File: src/a32wd_params.svh
// constants for the extender wide address window decoder
`ifndef A32WD_PARAMS_SVH
`define A32WD_PARAMS_SVH

// ==================================================
// register map
`define A32WD_CFG_ADDR_W     6
`define A32WD_WINDOW_OFS     6'h10
`define A32WD_RESET_VALUE    16'h0000

// ==================================================
// field positions
`define A32WD_BIT_RSVD_ZERO  15
`define A32WD_BIT_ENABLE     14
`define A32WD_BIT_DIRECTION  13
`define A32WD_BIT_ONES_HI    12
`define A32WD_BIT_ONES_LO    11
`define A32WD_SIZE_HI        10
`define A32WD_SIZE_LO        8
`define A32WD_BASE_HI        7
`define A32WD_BASE_LO        0
`define A32WD_ONES_VALUE     2'h3

// ==================================================
// decode geometry
`define A32WD_ADDR_TOP       31
`define A32WD_ADDR_LOW       24
`define A32WD_SPAN_SHIFT     32

`endif

File: src/a32wd_pkg.sv
// types shared by the extender wide address window decoder
package a32wd_pkg;
    typedef logic [2:0]  a32wd_size_t;
    typedef logic [7:0]  a32wd_base_t;
    typedef logic [15:0] a32wd_word_t;
    typedef logic [32:0] a32wd_span_t;
endpackage

File: src/a32wd_match.sv
// window match: compares the top size bits of address 31..24 with the base
`timescale 1ns/1ps
module a32wd_match (
    // window setting
    input  wire a32wd_pkg::a32wd_size_t windowSize,
    input  wire a32wd_pkg::a32wd_base_t windowBase,
    // address lines 31..24 of the cycle
    input  wire a32wd_pkg::a32wd_base_t addrHigh,
    // result
    output logic                        windowHit
);
    import a32wd_pkg::*;

    logic [7:0] bitOk;

    // bit i is compared only when it lies among the top windowSize bits
    genvar i;
    generate
        for (i = 0; i < 8; i = i + 1) begin : g_cmp
            assign bitOk[i] = ({1'b0, windowSize} <= (4'(7) - 4'(i))) ||
                              (addrHigh[i] == windowBase[i]);
        end
    endgenerate

    // size zero leaves every bit ignored, so every address matches
    assign windowHit = &bitOk;
endmodule

File: src/a32wd_window_decode.sv
// extender wide address window register and forwarding decision
//
// Summary of operation
// - writing one to the enable bit turns on forwarding through the window
// - with enable clear no wide address cycle crosses in either direction
// - direction set: range picks cable cycles forwarded inward to backplane
// - direction clear: range picks backplane cycles forwarded out to cable
// - addresses outside the range cross the opposite way, one way only
// - size field says how many top base bits are compared; rest ignored
// - window covers 16777216 times two to the eight minus size addresses
// - base in bits 7..0 is compared with address lines 31..24
// - hard reset clears all fields; soft reset leaves them untouched
// - bit 15 reads zero; writes to it have no effect
// - bits 12 and 11 read as ones; writes to them have no effect
// - new setting takes effect only once the lower byte is written
// - own address decoder wins over the window on both buses
// - compatibility layout bit set turns off all forwarding through the window
// - sixteen bit location at offset 10 hex, byte accesses allowed
`timescale 1ns/1ps
`include "a32wd_params.svh"
module a32wd_window_decode (
    // clock and hard reset
    input  wire logic                          sys_clk,
    input  wire logic                          sys_rst,
    // soft reset, leaves the window setting alone
    input  wire logic                          softRst,
    // compatibility layout bit from the bridge control register
    input  wire logic                          compatLayoutMode,
    // configuration space access
    input  wire logic                          cfgSel,
    input  wire logic                          cfgWrite,
    input  wire logic [`A32WD_CFG_ADDR_W-1:0]  cfgAddr,
    input  wire logic [1:0]                    cfgByteEn,
    input  wire a32wd_pkg::a32wd_word_t        cfgWrData,
    output a32wd_pkg::a32wd_word_t             cfgRdData,
    output logic                               cfgAck,
    // backplane cycle
    input  wire logic                          bpCycleValid,
    input  wire logic                          bpOwnHit,
    input  wire logic [31:0]                   bpAddr,
    // cable cycle
    input  wire logic                          cbCycleValid,
    input  wire logic                          cbOwnHit,
    input  wire logic [31:0]                   cbAddr,
    // decisions
    output logic                               bpForwardOut,
    output logic                               bpClaimOwn,
    output logic                               cbForwardIn,
    output logic                               cbClaimOwn,
    output a32wd_pkg::a32wd_span_t             windowSpan
);
    import a32wd_pkg::*;

    // ==================================================
    // window register
    logic          stgEnable_q;
    logic          stgDirection_q;
    a32wd_size_t   stgSize_q;
    a32wd_base_t   windowBase_q;
    logic          windowEnable_q;
    logic          windowDirection_q;
    a32wd_size_t   windowSize_q;
    a32wd_word_t   cfgRdData_q;
    logic          cfgAck_q;
    logic          regHit;
    logic          wrHi;
    logic          wrLo;
    a32wd_word_t   readWord;

    assign regHit = cfgSel && (cfgAddr == `A32WD_WINDOW_OFS);
    assign wrHi   = regHit && cfgWrite && cfgByteEn[1];
    assign wrLo   = regHit && cfgWrite && cfgByteEn[0];

    // upper byte lands in a staging copy; bits 15, 12, 11 are dropped
    always_ff @(posedge sys_clk) begin
        if (sys_rst) begin
            stgEnable_q    <= 1'b0;
            stgDirection_q <= 1'b0;
            stgSize_q      <= 3'h0;
        end else if (wrHi) begin
            stgEnable_q    <= cfgWrData[`A32WD_BIT_ENABLE];
            stgDirection_q <= cfgWrData[`A32WD_BIT_DIRECTION];
            stgSize_q      <= cfgWrData[`A32WD_SIZE_HI:`A32WD_SIZE_LO];
        end
    end

    // lower byte write stores the base and commits the staged upper byte
    always_ff @(posedge sys_clk) begin
        if (sys_rst) begin
            windowBase_q      <= 8'h00;
            windowEnable_q    <= 1'b0;
            windowDirection_q <= 1'b0;
            windowSize_q      <= 3'h0;
        end else if (wrLo) begin
            windowBase_q      <= cfgWrData[`A32WD_BASE_HI:`A32WD_BASE_LO];
            windowEnable_q    <= wrHi ? cfgWrData[`A32WD_BIT_ENABLE] : stgEnable_q;
            windowDirection_q <= wrHi ? cfgWrData[`A32WD_BIT_DIRECTION] : stgDirection_q;
            windowSize_q      <= wrHi ? cfgWrData[`A32WD_SIZE_HI:`A32WD_SIZE_LO] : stgSize_q;
        end
    end

    // read word shows the last written values with the fixed reserved bits
    always_comb begin
        readWord = `A32WD_RESET_VALUE;
        readWord[`A32WD_BIT_RSVD_ZERO] = 1'b0;
        readWord[`A32WD_BIT_ENABLE] = stgEnable_q;
        readWord[`A32WD_BIT_DIRECTION] = stgDirection_q;
        readWord[`A32WD_BIT_ONES_HI:`A32WD_BIT_ONES_LO] = `A32WD_ONES_VALUE;
        readWord[`A32WD_SIZE_HI:`A32WD_SIZE_LO] = stgSize_q;
        readWord[`A32WD_BASE_HI:`A32WD_BASE_LO] = windowBase_q;
    end

    // registered read data and one-cycle acknowledge; unselected lanes read zero
    always_ff @(posedge sys_clk) begin
        if (sys_rst) begin
            cfgRdData_q <= 16'h0000;
            cfgAck_q    <= 1'b0;
        end else begin
            cfgAck_q    <= regHit;
            cfgRdData_q <= (regHit && !cfgWrite) ?
                           (readWord & {{8{cfgByteEn[1]}}, {8{cfgByteEn[0]}}}) : 16'h0000;
        end
    end

    assign cfgRdData = cfgRdData_q;
    assign cfgAck    = cfgAck_q;

    // ==================================================
    // pin synchronisers: three stages, a change counts once stages two and three agree
    localparam int SW = 34;
    logic [SW-1:0] bpS1_q, bpS2_q, bpS3_q;
    logic [SW-1:0] cbS1_q, cbS2_q, cbS3_q;
    logic          bpStable;
    logic          cbStable;

    always_ff @(posedge sys_clk) begin
        if (sys_rst) begin
            bpS1_q <= '0;
            bpS2_q <= '0;
            bpS3_q <= '0;
            cbS1_q <= '0;
            cbS2_q <= '0;
            cbS3_q <= '0;
        end else begin
            bpS1_q <= {bpCycleValid, bpOwnHit, bpAddr};
            bpS2_q <= bpS1_q;
            bpS3_q <= bpS2_q;
            cbS1_q <= {cbCycleValid, cbOwnHit, cbAddr};
            cbS2_q <= cbS1_q;
            cbS3_q <= cbS2_q;
        end
    end

    assign bpStable = (bpS2_q == bpS3_q);
    assign cbStable = (cbS2_q == cbS3_q);

    // ==================================================
    // window match for each bus
    logic bpInRange;
    logic cbInRange;
    logic winLive;

    a32wd_match u_bp_match (
        .windowSize (windowSize_q),
        .windowBase (windowBase_q),
        .addrHigh   (bpS3_q[`A32WD_ADDR_TOP:`A32WD_ADDR_LOW]),
        .windowHit  (bpInRange)
    );

    a32wd_match u_cb_match (
        .windowSize (windowSize_q),
        .windowBase (windowBase_q),
        .addrHigh   (cbS3_q[`A32WD_ADDR_TOP:`A32WD_ADDR_LOW]),
        .windowHit  (cbInRange)
    );

    // this layout is only live with compatibility layout clear
    assign winLive = windowEnable_q && !compatLayoutMode;

    // ==================================================
    // forwarding decisions, updated when the synchronised inputs have settled
    logic bpForwardOut_q, bpClaimOwn_q, cbForwardIn_q, cbClaimOwn_q;

    always_ff @(posedge sys_clk) begin
        if (sys_rst) begin
            bpForwardOut_q <= 1'b0;
            bpClaimOwn_q   <= 1'b0;
        end else if (bpStable) begin
            bpClaimOwn_q   <= bpS3_q[33] && bpS3_q[32];
            bpForwardOut_q <= bpS3_q[33] && !bpS3_q[32] && winLive &&
                              (windowDirection_q ? !bpInRange : bpInRange);
        end
    end

    always_ff @(posedge sys_clk) begin
        if (sys_rst) begin
            cbForwardIn_q <= 1'b0;
            cbClaimOwn_q  <= 1'b0;
        end else if (cbStable) begin
            cbClaimOwn_q  <= cbS3_q[33] && cbS3_q[32];
            cbForwardIn_q <= cbS3_q[33] && !cbS3_q[32] && winLive &&
                             (windowDirection_q ? cbInRange : !cbInRange);
        end
    end

    assign bpForwardOut = bpForwardOut_q;
    assign bpClaimOwn   = bpClaimOwn_q;
    assign cbForwardIn  = cbForwardIn_q;
    assign cbClaimOwn   = cbClaimOwn_q;

    // ==================================================
    // span of the active window in addresses
    a32wd_span_t windowSpan_q;

    always_ff @(posedge sys_clk) begin
        if (sys_rst) begin
            windowSpan_q <= 33'h100000000;
        end else begin
            windowSpan_q <= 33'h1 << (6'(`A32WD_SPAN_SHIFT) - {3'h0, windowSize_q});
        end
    end

    assign windowSpan = windowSpan_q;

    // soft reset deliberately touches nothing here
    logic softRstSeen;
    assign softRstSeen = softRst;
endmodule

File: config.mk
export PLATFORM = sky130hd
export DESIGN_NAME = a32wd_window_decode
export DESIGN_NICKNAME = d
export VERILOG_FILES = /design/src/a32wd_pkg.sv /design/src/a32wd_match.sv /design/src/a32wd_window_decode.sv
export VERILOG_INCLUDE_DIRS = /design/src
export SDC_FILE = /design/constraint.sdc
export NUM_CORES = 1
export LEC_CHECK = 0
export BUFFER_PORTS_ARGS = -buffer_cell sky130_fd_sc_hd__buf_2
export CORE_ASPECT_RATIO = 1.4
export CORE_MARGIN = 1.5
export CORE_UTILIZATION = 60
export CTS_BUF_LIST = sky130_fd_sc_hd__clkbuf_8
export CTS_CLUSTER_SIZE = 20
export DETAILED_ROUTE_END_ITERATION = 10
export HOLD_SLACK_MARGIN = 0.03
export PLACE_DENSITY = 0.85
export SETUP_SLACK_MARGIN = 0.02
export SLEW_MARGIN = 5
export SYNTH_ARGS = -nofsm -noshare
export SYNTH_HDL_FRONTEND = slang
export SYNTH_SLANG_ARGS = --single-unit
File: constraint.sdc
create_clock -name sys_clk -period 4.19 [get_ports sys_clk]
set_input_delay 1.0475 -clock sys_clk [delete_from_list [all_inputs] [get_ports sys_clk]]
set_output_delay 1.0475 -clock sys_clk [all_outputs]
set_load 0.05 [all_outputs]
==> impl_metrics.json <==
{
  "status": "finished, final reports clean",
  "hold_start": "cbS1_q[28]",
  "async_flop_share": 0,
  "place_hpwl_mm": 9.45,
  "cp-startpoint": "sys_rst",
  "cts-buffers-inserted": 38,
  "r2r_slack_ps": 2400,
  "drtPass1Iterations": 4,
  "postCtsHoldBufs": 0,
  "final_nets": 1027,
  "drt_iter0_markers": 181,
  "fin_cells": 1138,
  "fmaxAchievable_mhz": 462,
  "synth_top_area_frac": 0.634,
  "fin_crit_sh": 0.517,
  "yosysUniqueCellTypes": 47,
  "crit_type": "in -> reg",
  "port_buffers": 146,
  "rsz0062_at_grt": "false",
  "yosysSeqAreaShare": 0.634,
  "hold_class": "reg -> reg",
  "ys_seq_elements": 274,
  "leakage_nw": 4.58,
  "numClockSinks": 274,
  "yosysWarnings": 0,
  "htreeDepth": 2,
  "nFillCells": 993,
  "clockBufferDepth": 3,
  "clk_pin_slew_worst_paths_ps": 70,
  "grt_max_degree": 146,
  "fp.coreArea_um2": 14000,
  "cts_resized": 0,
  "cts_tree": "built",
  "grt_pass1_wl_mm": 23.3,
  "timing.critical_path.max_delay_family": "buffers and inverters",
  "place_inst": 1072,
  "clk_latency_ps": 500,
  "period_minus_slack_ps": 2160,
  "grt-ovfl-total": 0,
  "place_congestion": 0.817,
  "root_buffer": "clkbuf_8",
  "skew_ps": 13.8,
  "endpoint_kind": "register",
  "vias_per_cell": 4.65,
  "die_y_um": 145,
  "maxCapViolations": 0,
  "ir_drop_v": 0.000421,
  "maxSlewHeadroom": 0.345,
  "route.detailed.drc": 0,
  "setup_ws_ps": 2030,
  "synth.avg_cell_area_um2": 11.5,
  "worst_ep_arrival_time_ps": 2520,
  "slowest_stage": "buf_6",
  "cp-start-kind": "primary input",
  "synth_cells": 755,
  "setup_viol": 0,
  "fin_tns_setup_ps": 0,
  "row_count": 51,
  "die_w_um": 105,
  "synth_area_um2": 8660,
  "cp_max_fo": 145,
  "slowest_delay_ps": 700,
  "antenna_left": 0,
  "grt_use_total": 0.187,
  "drive_gt1_frac": 0.221,
  "die-area_um2": 15200,
  "power.density_nw_per_um2": 478,
  "path_buf_inv": 2,
  "finish.utilization": 0.738,
  "hold_viol": 0,
  "yosysTopAreaCell": "dfxtp_1",
  "synth_ff_type": "dfxtp_1",
  "area_growth_pct": 19.2,
  "worst-slew-pin-transition_ps": 983,
  "post_drt_wl_per_cell_um": 12.3,
  "pre_cts_ws_ps": 1530,
  "grt_pass1_vias": 5220,
  "maxSlewViolCount": 0,
  "ios": 152,
  "synth.area.top_cells": "dfxtp_1 (63%), nor2b_1 (15%), xor2_1 (4.7%)",
  "reg2reg_from": "windowSize_q[1]",
  "synth-edff-count": 0,
  "wirelength_mm": 14.0,
  "start_util": 0.619,
  "antenna_found_initial": 1,
  "post-cts-setup-buffer-count": 0,
  "worstPathCellList": "buf_6 > buf_4 > nor2b_1",
  "required_ps": 4540,
  "vias": 5293
}
==> layout by cell type, fill, tap and decap left out, types with 2 or more instances in the layout <==
master,count
a211oi_1,6
a21boi_0,2
a21o_1,2
a21oi_1,7
a22oi_1,3
a2bb2oi_1,2
and2_1,6
and3_1,8
and3b_1,2
buf_2,145
buf_4,2
clkbuf_8,50
clkinv_2,2
conb_1,17
dfxtp_1,274
ha_1,2
inv_1,15
mux2i_1,13
nand2_1,10
nand2b_1,5
nand3_1,4
nand3b_1,2
nand4_1,10
nor2_1,27
nor2b_1,205
nor3_1,9
nor4_1,10
o21ai_0,7
o2bb2ai_1,2
or3_1,2
xnor2_1,36
xor2_1,46
==> cell type report <==
type / count / area (um^2) / share of cell area
Sequential cell: 274 / 5490 / 0.532
Tap cell: 185 / 231 / 0.0224
Multi-Input combinational cell: 461 / 3080 / 0.298
Clock inverter: 15 / 68.8 / 0.00667
Inverter: 4 / 15.0 / 0.00145
Antenna cell: 1 / 2.50 / 0.000242
Clock buffer: 50 / 688 / 0.0667
Timing Repair Buffer: 148 / 752 / 0.0729
==> cell families after synthesis <==
family	after synthesis	share of synthesized area
AO/OA/AOI/OAI	35	0.0278
XOR/XNOR	82	0.0830
adder cells (fa/ha/maj)	2	0.00289
buffers and inverters	36	0.0178
flip-flops	274	0.634
multiplexers	13	0.0150
other	1	0.000433
AND/OR/NAND/NOR	312	0.219
==> worst reg2reg max path, cell delays in order (launching register included) <==
cell and delay (ps):
dfxtp_1 400, nor2_1 210, ha_1 340, a2bb2oi_1 220
a21boi_0 110, a211oi_1 280, o2bb2ai_1 150
==> state kept, by name, indices dropped and copies added, names as in the netlist, 3 cells and up <==
name and cells:
cfgRdData 14, cbS3_q 34, windowSize_q 3, windowBase_q 8
windowSpan 33, cbS1_q 34, cbS2_q 34, bpS2_q 34
bpS3_q 34, stgSize_q 3, bpS1_q 34
==> cells in the mapped netlist, drive strengths merged, types with 3 or more instances <==
master	number
a211oi	6
a21oi	7
a22oi	3
and2	7
and3	8
buf	4
clkbuf	28
dfxtp	274
inv	4
mux2i	13
nand2	10
nand2b	5
nand3	4
nand4	11
nor2	29
nor2b	205
nor3	9
nor4	11
o21ai	7
xnor2	36
xor2	46
==> path summary, 6_finish.rpt <==
check | depth (start not counted) | end
worst max register to register | 6 | cbForwardIn
worst min register to register | 1 | cbS2_q[28]
worst max-delay path | 3 | cbS1_q[32]
worst min-delay path | 1 | cbS2_q[28]
==> power by group <==
group / internal, mW / switching [mW] / total, mW
Clock: 1.07 / 0.892 / 1.96
Combinational: 0.116 / 0.130 / 0.246
Sequential: 2.69 / 0.0346 / 2.73
Total: 3.88 / 1.06 / 4.93
==> through the flow <==
| step | total power [mW] | hold WS [ps] | area [um^2] |
|---|---|---|---|
| after floorplan | 2.95 | 414 | 8720 |
| after global placement | 3.03 | 416 | 9560 |
| after detailed placement | 3.03 | 420 | 9560 |
| after CTS | 4.99 | 426 | 10300 |
| after global routing | 5.14 | 444 | 10300 |
| final | 4.93 | 426 | 10300 |
==> per-layer routing <==
layer,track usage,up-vias,share of wire
met5,0,-,0
met4,0.0854,0,0.026
met2,0.339,128,0.52
li1,-,2746,-
met3,0.0332,32,0.041
met1,0.211,2387,0.41
No activity file was read; power rests on OpenSTA's default activity.
